## config.mk

```make
export PLATFORM = sky130hd
export DESIGN_NAME = system_clock_mode_control
export DESIGN_NICKNAME = d
export VERILOG_FILES = /design/src/hdl/clock_mode_pkg.sv /design/src/hdl/rate_divider.sv /design/src/hdl/system_clock_mode_control.sv
export SDC_FILE = /design/constraint.sdc
export NUM_CORES = 1
export LEC_CHECK = 0
export BUFFER_PORTS_ARGS = -buffer_cell sky130_fd_sc_hd__buf_4
export CAP_MARGIN = 5
export CORE_AREA = 8 8 98 100
export CTS_CLUSTER_SIZE = 14
export DETAILED_ROUTE_END_ITERATION = 16
export DIE_AREA = 0 0 106 108
export HOLD_SLACK_MARGIN = 0.08
export PLACE_DENSITY = 0.85
export REMOVE_ABC_BUFFERS = 1
export SLEW_MARGIN = 20
export SYNTH_ARGS = -nofsm -noshare
export SYNTH_HDL_FRONTEND = slang
export SYNTH_SLANG_ARGS = --single-unit
```

## constraint.sdc

```tcl
create_clock -name sys_clk -period 2.4 [get_ports sys_clk]
set_clock_uncertainty 0.1 [all_clocks]
set_input_delay 0.48 -clock sys_clk [delete_from_list [all_inputs] [get_ports sys_clk]]
set_output_delay 0.48 -clock sys_clk [all_outputs]
set_load 0.05 [all_outputs]
```

## src/hdl/clock_mode_pkg.sv

```systemverilog
// Package: constants, enumerations and carriers of the clock-mode controller
package clock_mode_pkg;

	// ==================================================================
	// Clock rates
	localparam int SYS_CLK_HZ = 20_000_000;
	localparam int SUB_CLK_HZ = 32_768;
	// Sub clock ticks are one-cycle enables; the ratio rounds down
	localparam int SUB_DIV_DEFAULT = SYS_CLK_HZ / SUB_CLK_HZ;

	// ==================================================================
	// Register byte addresses on the APB
	localparam logic [7:0] ADDR_CLOCK_MODE = 8'h00;
	localparam logic [7:0] ADDR_IDLE_FLAGS = 8'h04;
	localparam logic [7:0] ADDR_MODE_STATUS = 8'h08;

	// ==================================================================
	// clock_mode_control fields and reset value
	localparam int CM_HIGH_SEL_BIT = 0;
	localparam int CM_IDLE_HALT_BIT = 1;
	localparam int CM_HIGH_RDY_BIT = 2;
	localparam int CM_LOW_RDY_BIT = 3;
	localparam int CM_FAST_WAKE_BIT = 4;
	localparam int CM_DIV_SEL_LSB = 5;
	localparam logic [7:0] CLOCK_MODE_RESET = 8'h03;

	// ==================================================================
	// idle_clock_and_reset_flags fields and reset value
	localparam int IF_WDT_RST_BIT = 0;
	localparam int IF_LVR_INV_BIT = 1;
	localparam int IF_LOWVOLT_BIT = 2;
	localparam int IF_KEEP_SYSCLK_BIT = 7;
	localparam logic [7:0] IDLE_FLAGS_RESET = 8'h00;

	// ==================================================================
	// Clock selection codes {high_clock_select, sysclk_divider_select}
	localparam logic [3:0] SEL_SUB = 4'h0;
	localparam logic [3:0] SEL_RESET = 4'h8;
	localparam logic [2:0] DIV_SEL_MIN = 3'h2;

	// ==================================================================
	// Oscillator start-up counts, in cycles of the oscillator itself
	localparam int STABLE_W = 11;
	localparam int HI_STABLE_CRYSTAL = 1024;
	localparam int HI_STABLE_RC = 16;
	localparam int HI_STABLE_EXT = 2;
	localparam int LO_STABLE_CRYSTAL = 1024;
	localparam int LO_STABLE_RC = 2;

	// ==================================================================
	// Enumerations
	typedef enum logic [1:0] {
		FAST_CRYSTAL_OSC,
		EXTERNAL_RC_OSC,
		INTERNAL_FAST_RC_OSC,
		EXTERNAL_CLOCK_INPUT
	} high_osc_t;

	typedef enum logic {
		SLOW_CRYSTAL_OSC,
		INTERNAL_SLOW_RC_OSC
	} low_osc_t;

	typedef enum logic [2:0] {
		RUN_MODE,
		IDLE_SYSCLK_ON,
		IDLE_SYSCLK_OFF,
		SLEEP_SUBCLK_ON,
		DEEP_SLEEP_ALL_OFF
	} op_mode_t;

	typedef enum logic [1:0] {
		SW_IDLE,
		SW_DRAIN,
		SW_CATCH
	} switch_t;

	// ==================================================================
	// Carriers
	typedef struct packed {
		logic psel;
		logic penable;
		logic pwrite;
		logic [7:0] paddr;
		logic [31:0] pwdata;
	} apb_req_t;

	typedef struct packed {
		logic [31:0] prdata;
		logic pready;
		logic pslverr;
	} apb_rsp_t;

	typedef struct packed {
		logic haltReq;
		logic wakeReq;
		logic lvrEvent;
		logic lvrLevelInvalid;
		logic wdtCtrlReset;
	} event_in_t;

	typedef struct packed {
		logic sysClkEn;
		logic cpuClkEn;
		logic subClkEn;
		logic [6:0] hiTapEn;
	} clk_en_t;

endpackage : clock_mode_pkg

```

## src/hdl/rate_divider.sv

```systemverilog
// Module: divider that turns sys_clk into a one-cycle enable pulse
`timescale 1ns/100ps
`default_nettype none

module rate_divider #(
	parameter int DIVISOR = 610
) (
	// Clock and reset
	input wire logic sys_clk,
	input wire logic rst,
	// Control and output
	input wire logic enable,
	output var logic tick
);

	// ==================================================================
	// Elaboration check
	localparam int CW = $clog2(DIVISOR);

	if (DIVISOR < 2) begin : g_bad_divisor
		$error("rate_divider needs a divisor of at least 2");
	end

	typedef struct packed {
		logic [CW-1:0] cnt;
		logic tick;
	} div_state_t;

	div_state_t q;
	div_state_t n;

	// ==================================================================
	// Counter; held at zero while stopped so restart is a full period
	always_comb begin
		n = q;
		n.tick = 1'b0;
		if (!enable) begin
			n.cnt = '0;
		end else if (q.cnt == CW'(DIVISOR - 1)) begin
			n.cnt = '0;
			n.tick = 1'b1;
		end else begin
			n.cnt = q.cnt + 1'b1;
		end
	end

	// State register
	always_ff @(posedge sys_clk) begin
		if (rst) begin
			q <= '0;
		end else begin
			q <= n;
		end
	end

	assign tick = q.tick;

endmodule : rate_divider

`default_nettype wire

```

## src/hdl/system_clock_mode_control.sv

```systemverilog
// Module: system clock source, divider, halt and wake-up mode control
//
// Notes on behaviour
// Divider select picks sub clock or divided high
// High select bit picks undivided high clock
// Moving to sub clock stops high oscillator
// Divided high taps stop with high oscillator
// Fast wake runs sub clock after crystal wake
// Low ready flag clear in deepest sleep
// High ready clears when stopped, sets when stable
// Halt with idle bit enters idle mode
// Halt without idle bit enters sleep
// Unused flag register bits read zero
// Low-voltage reset sets flag, software clears
// Bad voltage level sets flag, software clears
// Watchdog control reset sets flag
// Fast wake only from sub-on sleep, clock-off idle
// Crystal fast wake: sub first, then crystal
// RC and external clocks wake without fast wake
// Deepest sleep only with watchdog, detector off
// Entering halt sets powerdown, clears timeout
// Source changes leave no runt clock pulses
// Switch waits until target oscillator ready
//
// Implementation choices: the APB slave port and the address map.
`timescale 1ns/100ps
`default_nettype none

module system_clock_mode_control #(
	parameter clock_mode_pkg::high_osc_t HIGH_OSC =
		clock_mode_pkg::FAST_CRYSTAL_OSC,
	parameter clock_mode_pkg::low_osc_t LOW_OSC =
		clock_mode_pkg::INTERNAL_SLOW_RC_OSC,
	parameter int SUB_DIV = clock_mode_pkg::SUB_DIV_DEFAULT
) (
	// Clock and reset
	input wire logic sys_clk,
	input wire logic rst,
	// APB slave
	input wire clock_mode_pkg::apb_req_t apbReq,
	output clock_mode_pkg::apb_rsp_t apbRsp,
	// Halt, wake and reset-cause events; watchdog and detector state
	input wire clock_mode_pkg::event_in_t events,
	input wire logic wdtEnable,
	input wire logic lowvolt_detect_enable,
	// Clock enables for CPU and peripherals
	output clock_mode_pkg::clk_en_t clkEn,
	// Oscillator controls and status-register strobes
	output logic highOscEnable,
	output logic subOscEnable,
	output logic powerdownSet,
	output logic timeoutClear
);

	// ==================================================================
	// Elaboration check and start-up counts
	if (SUB_DIV < 2) begin : g_bad_sub_div
		$error("SUB_DIV must be at least 2");
	end

	localparam logic [clock_mode_pkg::STABLE_W-1:0] HI_STABLE =
		(HIGH_OSC == clock_mode_pkg::FAST_CRYSTAL_OSC) ?
		clock_mode_pkg::STABLE_W'(clock_mode_pkg::HI_STABLE_CRYSTAL) :
		(HIGH_OSC == clock_mode_pkg::EXTERNAL_CLOCK_INPUT) ?
		clock_mode_pkg::STABLE_W'(clock_mode_pkg::HI_STABLE_EXT) :
		clock_mode_pkg::STABLE_W'(clock_mode_pkg::HI_STABLE_RC);
	localparam logic [clock_mode_pkg::STABLE_W-1:0] LO_STABLE =
		(LOW_OSC == clock_mode_pkg::SLOW_CRYSTAL_OSC) ?
		clock_mode_pkg::STABLE_W'(clock_mode_pkg::LO_STABLE_CRYSTAL) :
		clock_mode_pkg::STABLE_W'(clock_mode_pkg::LO_STABLE_RC);

	// ==================================================================
	// State
	typedef struct packed {
		clock_mode_pkg::op_mode_t mode;
		clock_mode_pkg::switch_t sw;
		logic [3:0] sel;
		logic [2:0] divSel;
		logic fastWakeEn;
		logic idleOnHalt;
		logic highSel;
		logic keepSysclk;
		logic lvrFlag;
		logic lvrInvFlag;
		logic wdtRstFlag;
		logic hiReady;
		logic loReady;
		logic [clock_mode_pkg::STABLE_W-1:0] hiCnt;
		logic [clock_mode_pkg::STABLE_W-1:0] loCnt;
		logic [5:0] hiDiv;
		logic fastWake;
		logic [31:0] rdata;
		logic pdfSet;
		logic toClr;
		logic sysTick;
		logic cpuTick;
		logic subTick;
		logic [6:0] taps;
	} st_t;

	st_t q;
	st_t n;

	logic subRaw;
	logic subOn;
	logic hiOn;
	logic [3:0] regSel;
	logic [3:0] target;

	// ==================================================================
	// Helpers
	function automatic logic needs_high(input logic [3:0] sel);
		return sel[3] | (sel[2:0] >= clock_mode_pkg::DIV_SEL_MIN);
	endfunction : needs_high

	// Low divider bits that must all be one for a tap tick
	function automatic logic [5:0] tap_mask(input logic [2:0] div);
		case (div)
			3'h2: tap_mask = 6'h3F;
			3'h3: tap_mask = 6'h1F;
			3'h4: tap_mask = 6'h0F;
			3'h5: tap_mask = 6'h07;
			3'h6: tap_mask = 6'h03;
			3'h7: tap_mask = 6'h01;
			default: tap_mask = 6'h00;
		endcase
	endfunction : tap_mask

	function automatic logic src_tick(input logic [3:0] sel,
			input logic hiRun, input logic [5:0] hiDiv,
			input logic subRun);
		logic [5:0] m;
		m = tap_mask(sel[2:0]);
		if (sel[3]) begin
			src_tick = hiRun;
		end else if (!needs_high(sel)) begin
			src_tick = subRun;
		end else begin
			src_tick = hiRun && ((hiDiv & m) == m);
		end
	endfunction : src_tick

	// ==================================================================
	// Sub clock enable generator
	rate_divider #(
		.DIVISOR(SUB_DIV)
	) u_sub_div (
		.sys_clk(sys_clk),
		.rst(rst),
		.enable(subOn),
		.tick(subRaw)
	);

	// Oscillator requests; the sub clock dies only in deepest sleep
	assign regSel = {q.highSel, q.divSel};
	// sub clock stands in
	assign target = q.fastWake ? clock_mode_pkg::SEL_SUB : regSel;
	assign subOn = (q.mode != clock_mode_pkg::DEEP_SLEEP_ALL_OFF);
	// high off on sub
	assign hiOn = ((q.mode == clock_mode_pkg::RUN_MODE) ||
		(q.mode == clock_mode_pkg::IDLE_SYSCLK_ON)) &&
		(needs_high(regSel) || needs_high(q.sel));

	// ==================================================================
	// Next-state logic
	always_comb begin
		logic hiRun;
		logic subRun;
		logic oldTick;
		logic newTick;
		logic oldReady;
		logic tgtReady;
		logic running;
		logic wr;
		logic [5:0] m;
		n = q;
		hiRun = hiOn && q.hiReady;
		// Gated by subOn so a tick in flight dies with the oscillator
		subRun = subRaw && q.loReady && subOn;
		oldTick = src_tick(q.sel, hiRun, q.hiDiv, subRun);
		newTick = src_tick(target, hiRun, q.hiDiv, subRun);
		oldReady = needs_high(q.sel) ? hiRun : q.loReady;
		tgtReady = needs_high(target) ? hiRun : q.loReady;
		running = (q.mode == clock_mode_pkg::RUN_MODE) ||
			(q.mode == clock_mode_pkg::IDLE_SYSCLK_ON);
		wr = apbReq.psel && apbReq.penable && apbReq.pwrite;
		m = 6'h00;
		n.pdfSet = 1'b0;
		n.toClr = 1'b0;

		// high ready counter
		if (!hiOn) begin
			n.hiCnt = '0;
			n.hiReady = 1'b0;
		end else if (!q.hiReady) begin
			if (q.hiCnt == HI_STABLE - 1'b1) begin
				n.hiReady = 1'b1;
			end else begin
				n.hiCnt = q.hiCnt + 1'b1;
			end
		end

		// low ready counter
		if (!subOn) begin
			n.loCnt = '0;
			n.loReady = 1'b0;
		end else if (!q.loReady && subRaw) begin
			if (q.loCnt == LO_STABLE - 1'b1) begin
				n.loReady = 1'b1;
			end else begin
				n.loCnt = q.loCnt + 1'b1;
			end
		end

		// taps stop with oscillator
		if (!hiOn) begin
			n.hiDiv = 6'h00;
		end else if (hiRun) begin
			n.hiDiv = q.hiDiv + 6'h01;
		end
		n.taps[0] = hiRun;
		for (int k = 1; k < 7; k++) begin
			m = 6'((1 << k) - 1);
			n.taps[k] = hiRun && ((q.hiDiv & m) == m);
		end

		// drain old, skip a new tick
		case (q.sw)
			clock_mode_pkg::SW_IDLE: begin
				// wait for target ready
				if ((target != q.sel) && tgtReady) begin
					n.sw = clock_mode_pkg::SW_DRAIN;
				end
			end
			clock_mode_pkg::SW_DRAIN: begin
				if (target == q.sel) begin
					n.sw = clock_mode_pkg::SW_IDLE;
				end else if (oldTick || !oldReady) begin
					n.sw = clock_mode_pkg::SW_CATCH;
				end
			end
			clock_mode_pkg::SW_CATCH: begin
				if (!tgtReady) begin
					n.sw = clock_mode_pkg::SW_IDLE;
				end else if (newTick) begin
					n.sel = target;
					n.sw = clock_mode_pkg::SW_IDLE;
				end
			end
			default: begin
				n.sw = clock_mode_pkg::SW_IDLE;
			end
		endcase

		// tick of the chosen source
		// undivided high when selected
		n.sysTick = running && oldTick &&
			(q.sw != clock_mode_pkg::SW_CATCH);
		n.cpuTick = n.sysTick && (q.mode == clock_mode_pkg::RUN_MODE);
		n.subTick = subRun;

		// back to crystal once ready
		if (q.fastWake && q.hiReady) begin
			n.fastWake = 1'b0;
		end

		// Halt entry and wake-up
		case (q.mode)
			clock_mode_pkg::RUN_MODE: begin
				if (events.haltReq) begin
					// powerdown and timeout strobes
					n.pdfSet = 1'b1;
					n.toClr = 1'b1;
					if (q.idleOnHalt) begin
						// idle keeps clock if asked
						n.mode = q.keepSysclk ?
							clock_mode_pkg::IDLE_SYSCLK_ON :
							clock_mode_pkg::IDLE_SYSCLK_OFF;
					end else if (wdtEnable || lowvolt_detect_enable) begin
						// sleep, sub clock kept
						n.mode = clock_mode_pkg::SLEEP_SUBCLK_ON;
					end else begin
						// deepest sleep, all off
						n.mode = clock_mode_pkg::DEEP_SLEEP_ALL_OFF;
					end
				end
			end
			clock_mode_pkg::IDLE_SYSCLK_ON,
			clock_mode_pkg::IDLE_SYSCLK_OFF,
			clock_mode_pkg::SLEEP_SUBCLK_ON,
			clock_mode_pkg::DEEP_SLEEP_ALL_OFF: begin
				if (events.wakeReq) begin
					n.mode = clock_mode_pkg::RUN_MODE;
					// only with sub clock alive
					// crystal only, others ignore
					if ((HIGH_OSC == clock_mode_pkg::FAST_CRYSTAL_OSC) &&
							q.fastWakeEn && needs_high(regSel) &&
							((q.mode == clock_mode_pkg::SLEEP_SUBCLK_ON) ||
							(q.mode == clock_mode_pkg::IDLE_SYSCLK_OFF))) begin
						n.fastWake = 1'b1;
					end
				end
			end
			default: begin
				n.mode = clock_mode_pkg::RUN_MODE;
			end
		endcase

		// Register writes in the access phase; ready flags are read-only
		if (wr && (apbReq.paddr == clock_mode_pkg::ADDR_CLOCK_MODE)) begin
			n.divSel = apbReq.pwdata[clock_mode_pkg::CM_DIV_SEL_LSB +: 3];
			n.fastWakeEn = apbReq.pwdata[clock_mode_pkg::CM_FAST_WAKE_BIT];
			n.idleOnHalt = apbReq.pwdata[clock_mode_pkg::CM_IDLE_HALT_BIT];
			n.highSel = apbReq.pwdata[clock_mode_pkg::CM_HIGH_SEL_BIT];
		end
		if (wr && (apbReq.paddr == clock_mode_pkg::ADDR_IDLE_FLAGS)) begin
			n.keepSysclk =
				apbReq.pwdata[clock_mode_pkg::IF_KEEP_SYSCLK_BIT];
			n.lvrFlag = q.lvrFlag &
				apbReq.pwdata[clock_mode_pkg::IF_LOWVOLT_BIT];
			n.lvrInvFlag = q.lvrInvFlag &
				apbReq.pwdata[clock_mode_pkg::IF_LVR_INV_BIT];
			n.wdtRstFlag = q.wdtRstFlag &
				apbReq.pwdata[clock_mode_pkg::IF_WDT_RST_BIT];
		end
		// low-voltage event wins
		n.lvrFlag = n.lvrFlag | events.lvrEvent;
		// bad level event wins
		n.lvrInvFlag = n.lvrInvFlag | events.lvrLevelInvalid;
		// watchdog reset event wins
		n.wdtRstFlag = n.wdtRstFlag | events.wdtCtrlReset;

		// Read data captured in the setup phase
		if (apbReq.psel && !apbReq.penable) begin
			case (apbReq.paddr)
				clock_mode_pkg::ADDR_CLOCK_MODE: begin
					n.rdata = {24'h000000, q.divSel, q.fastWakeEn,
						q.loReady, q.hiReady, q.idleOnHalt, q.highSel};
				end
				clock_mode_pkg::ADDR_IDLE_FLAGS: begin
					// middle bits read zero
					n.rdata = {24'h000000, q.keepSysclk, 4'h0,
						q.lvrFlag, q.lvrInvFlag, q.wdtRstFlag};
				end
				clock_mode_pkg::ADDR_MODE_STATUS: begin
					n.rdata = {22'h000000,
						(q.sw != clock_mode_pkg::SW_IDLE), q.fastWake,
						q.sel, 1'b0, q.mode};
				end
				default: begin
					n.rdata = 32'h00000000;
				end
			endcase
		end
	end

	// ==================================================================
	// State register
	always_ff @(posedge sys_clk) begin
		if (rst) begin
			q <= '0;
			q.mode <= clock_mode_pkg::RUN_MODE;
			q.sw <= clock_mode_pkg::SW_IDLE;
			q.sel <= clock_mode_pkg::SEL_RESET;
			q.divSel <= clock_mode_pkg::CLOCK_MODE_RESET
				[clock_mode_pkg::CM_DIV_SEL_LSB +: 3];
			q.fastWakeEn <= clock_mode_pkg::CLOCK_MODE_RESET
				[clock_mode_pkg::CM_FAST_WAKE_BIT];
			q.idleOnHalt <= clock_mode_pkg::CLOCK_MODE_RESET
				[clock_mode_pkg::CM_IDLE_HALT_BIT];
			q.highSel <= clock_mode_pkg::CLOCK_MODE_RESET
				[clock_mode_pkg::CM_HIGH_SEL_BIT];
			q.keepSysclk <= clock_mode_pkg::IDLE_FLAGS_RESET
				[clock_mode_pkg::IF_KEEP_SYSCLK_BIT];
		end else begin
			q <= n;
		end
	end

	// ==================================================================
	// Outputs; zero-wait slave, so ready is constant high
	assign apbRsp.prdata = q.rdata;
	assign apbRsp.pready = 1'b1;
	assign apbRsp.pslverr = apbReq.psel && apbReq.penable &&
		(apbReq.paddr != clock_mode_pkg::ADDR_CLOCK_MODE) &&
		(apbReq.paddr != clock_mode_pkg::ADDR_IDLE_FLAGS) &&
		(apbReq.paddr != clock_mode_pkg::ADDR_MODE_STATUS);
	assign clkEn.sysClkEn = q.sysTick;
	assign clkEn.cpuClkEn = q.cpuTick;
	assign clkEn.subClkEn = q.subTick;
	assign clkEn.hiTapEn = q.taps;
	assign highOscEnable = hiOn;
	assign subOscEnable = subOn;
	assign powerdownSet = q.pdfSet;
	assign timeoutClear = q.toClr;

endmodule : system_clock_mode_control

`default_nettype wire

```

==> summary.md <==
| Metric | Value |
|---|---|
| Status | finished, final reports clean |
| Via/cell ratio | approximately 5.3 |
| EDFF count, synth | 0 |
| Synth cell types | 63 |
| Row count | 33 |
| DRC | 0 |
| Clk pwr share | approximately two fifths |
| GRT Total Usage | 15.5% |
| IO buf count | 51 |
| Worst setup SP type | flop |
| Chip Width | around 110 um |
| P_sw | 678 uW |
| CTS root buf | clkbuf_8 |
| # IOs | 100 |
| Crit Path Class | flop to output pin |
| Area delta synth->final | 10.2% |
| Slowest CP cell | dfxtp_1 |
| Final Max Tran Viols | 0 |
| Largest delay share family, worst path | simple AND/OR/NAND/NOR gates |
| RePlAce Congestion | approximately 0.87 |
| Die ar. | roughly 11000 um^2 |
| H-tree depth | 3 |
| Worst-path clk slew | ~0.080 ns |
| Worst slew margin | 57.5% |
| Hold buffers post-CTS | 0 |
| Clk Latency, worst-skew pair | around 0.36 ns |
| CP endpoint kind | output pin |
| Worst Path Required | 1.82 ns |
| Setup violators final | 0 |
| Seq/Total Area, Yosys | approximately two fifths |
| CP Cell Sequence | nor4_2 > and2_1 > nor3_1 > buf_4 |
| Starting DRT DRC Count | ~270 |
| Post-route ant nets | 0 |
| Mean post-synth cell area | ~8.7 um^2 |
| Core Util, Final | between 50% and 60% |
| Wirelength, routed | 8.75 mm |
| Endpoints failing hold | 0 |
| Initial antenna violation count | 0 |
| Fraction of layout instances using a drive strength above 1 | between 15 and 20% |
| Critical path fanouts, max | 8 |
| Vias in the first global route | 3325 |
| Diodes inserted | 0 |
| Initial Util | a little over half |
| Max Freq | around 430 MHz |
| Worst path max stage delay | between 0.5 and 0.6 ns |
| Worst path bufs/invs | 1 |
| Final setup TNS | 0 ns |
| Fillers | 710 |
| Num CTS Buffers | 9 |
| Leakage dissipation | about 1.9 nW |
| Grt total ovfl | 0 |
| RSZ-0062 raised after global routing | no |
| Area of the mapped netlist | 4210 um^2 |
| Clock Tree Buf Depth | 2 |
| Worst slew pin tran | around 0.63 ns |
| Fin nets | between 500 and 600 |
| Synth Warn # | 0 |
| Largest net degree at the start of global routing | 36 |
| Global-route wire length before repair | 14.9 mm |
| Period Utilization, post-route | between 90% and 100% |
| VDD IR max | between 0.4 and 0.5 mV |
| DRT Pass-1 Iters | 4 |
| Logic pwr share | 8.4% |
| Switching part of the total power | roughly a quarter |
| Die Span Y | 108 um |
| HP Class | primary input to flop |
| Arr. time, crit path | 1.73 ns |
| Post-synth ARST share | 0% |
| FF+latch count, synth | between 80 and 90 |
| Routed vias | 3321 |
| Internal power | 2.02 mW |
| Period minus WS final | ~2.3 ns |
| Clock sinks | between 80 and 90 |
| Flop pwr share | ~51% |
| PwrDens | 583 nW/um^2 |
| Syn Inst Count | 484 |
| TritonCTS clock tree | done |
| Core Box Area | just over 8000 um^2 |
| Most common flop cell mapped by yosys | dfxtp_1 |
| MaxCap Viol Count | 0 |
| Detailed Place HPWL | around 6.5 mm |
| Wire per inst | about 14 um |
==> what timing repair did <==
| item | CTS | global route |
|---|---|---|
| setup buffers | 0 | 0 |
| endpoints found under the setup margin | 0 | 1 |
| gates resized for setup | 0 | 1 |
==> sequential cells by signal, summed over array words and instances (netlist names) <==
signal and count:
clkEn 10, q 50, u_sub_div.tick 1, powerdownSet 1, apbRsp 10, u_sub_div.q 10
==> layout by cell type, fill, tap and decap left out, types with 4 or more instances in the layout <==
cell type,netlist,routed
nor2_1,73,73
nand3_1,13,13
dfxtp_1,82,82
nor3_1,15,15
a21oi_1,15,15
ha_1,8,8
a211oi_1,5,5
inv_1,20,20
xor2_1,18,18
o21ai_0,14,14
and2_1,7,7
o2111ai_1,4,4
nand2_1,26,26
nor2b_1,7,7
nand4_1,9,9
clkbuf_8,2,9
mux2i_1,15,15
buf_4,44,60
and3_1,7,7
conb_1,2,23
xnor2_1,12,12
a22oi_1,8,8
==> cells in the mapped netlist (2+ instances only) <==
cell / count / area (um^2)
or3b_1: 2 / 17.5
ha_1: 8 / 100
clkbuf_8: 2 / 27.5
nor3b_1: 2 / 15.0
conb_1: 2 / 7.51
a31oi_1: 3 / 18.8
mux2_2: 2 / 22.5
o41ai_2: 3 / 48.8
xnor2_1: 12 / 105
o22ai_1: 2 / 12.5
dfxtp_1: 82 / 1640
o32ai_1: 2 / 17.5
and3_1: 7 / 43.8
or4b_2: 3 / 30.0
nand4_1: 9 / 56.3
xor2_1: 18 / 158
o2111ai_1: 4 / 35.0
or3_1: 2 / 12.5
a211o_1: 2 / 17.5
a32oi_1: 2 / 17.5
and4_1: 2 / 17.5
a22oi_1: 8 / 60.1
a21oi_1: 15 / 75.1
nor4b_1: 2 / 17.5
a211oi_1: 5 / 37.5
nor4bb_1: 2 / 20.0
nand2b_1: 3 / 18.8
buf_6: 4 / 45.0
nor2_1: 73 / 274
nor2b_1: 7 / 43.8
nor4_1: 3 / 18.8
nand2_1: 26 / 97.6
nor3_1: 15 / 75.1
o21ai_0: 14 / 70.1
mux2i_1: 15 / 150
nand3_1: 13 / 65.1
clkbuf_1: 12 / 45.0
o21a_1: 2 / 15.0
o211ai_1: 2 / 15.0
inv_1: 20 / 75.1
and2_1: 7 / 43.8
buf_4: 44 / 330
==> per-stage QoR <==
step / area, um^2 / power [mW] / hold slack [ns] / cells / setup WS (ns)
floorplan: 3830 / 1.56 / 0.339 / 441 / 0.0747
CTS: 4630 / 2.73 / 0.229 / 622 / 0.0694
detailed placement: 4410 / 1.64 / 0.361 / 606 / 0.280
finish: 4640 / 2.70 / 0.238 / 622 / 0.0872
global route: 4640 / 2.81 / 0.237 / 622 / 0.00276
global placement: 4410 / 1.64 / 0.345 / 606 / 0.313
==> kinds of logic (layout without fill, tap and decap cells) <==
group,Yosys count,in the layout,synth area share [%]
AND/OR/NAND/NOR,187,187,22.5
buffers and inverters,84,96,12.7
flip-flops,82,82,39.0
AO/OA/AOI/OAI,74,74,12.9
XOR/XNOR,30,30,6.24
multiplexers,17,17,4.10
adder cells (fa/ha/maj),8,8,2.38
other,2,23,0.178
==> final timing paths <==
check / from / endpoint / slack [ns] / cells past startpoint
max: q[84]$_SDFFE_PP0P_ / highOscEnable / 0.09 / 4
min: apbReq[0] / q[79]$_SDFFE_PP1P_ / 0.24 / 2
max reg2reg: q[93]$_SDFFE_PP0P_ / q[88]$_SDFFE_PP1P_ / 0.22 / 6
min reg2reg: apbRsp[10]$_SDFFE_PP0P_ / apbRsp[10]$_SDFFE_PP0P_ / 0.36 / 2
==> area by class of cell <==
cell class	instances	area, um^2	share of cell area, %
Multi-Input combinational cell	339	2120	45.7
Timing Repair Buffer	60	450	9.72
Sequential cell	82	1640	35.4
Inverter	20	75.1	1.62
Clock buffer	10	128	2.75
Tap cell	105	131	2.83
Clock inverter	6	91.3	1.97
==> metal layers <==
metal  wire (um)  vias to the layer above  global-route usage [%]
met4         127                        0                    5.63
met5           0                        -                       0
li1            -                     1662                       -
met3         544                       13                    4.88
met2        4440                       99                    27.0
met1        3640                     1547                    17.6
==> power groups by stage <==
stage	registers [mW]	clock network [mW]	logic (mW)
5_1_grt	1.39	1.18	0.244
2_1_floorplan	1.42	0	0.139
3_5_place_dp	1.42	0	0.225
3_3_place_gp	1.42	0	0.220
4_1_cts	1.39	1.12	0.225
6_report	1.39	1.09	0.226
(Power assumes the default switching activity.)
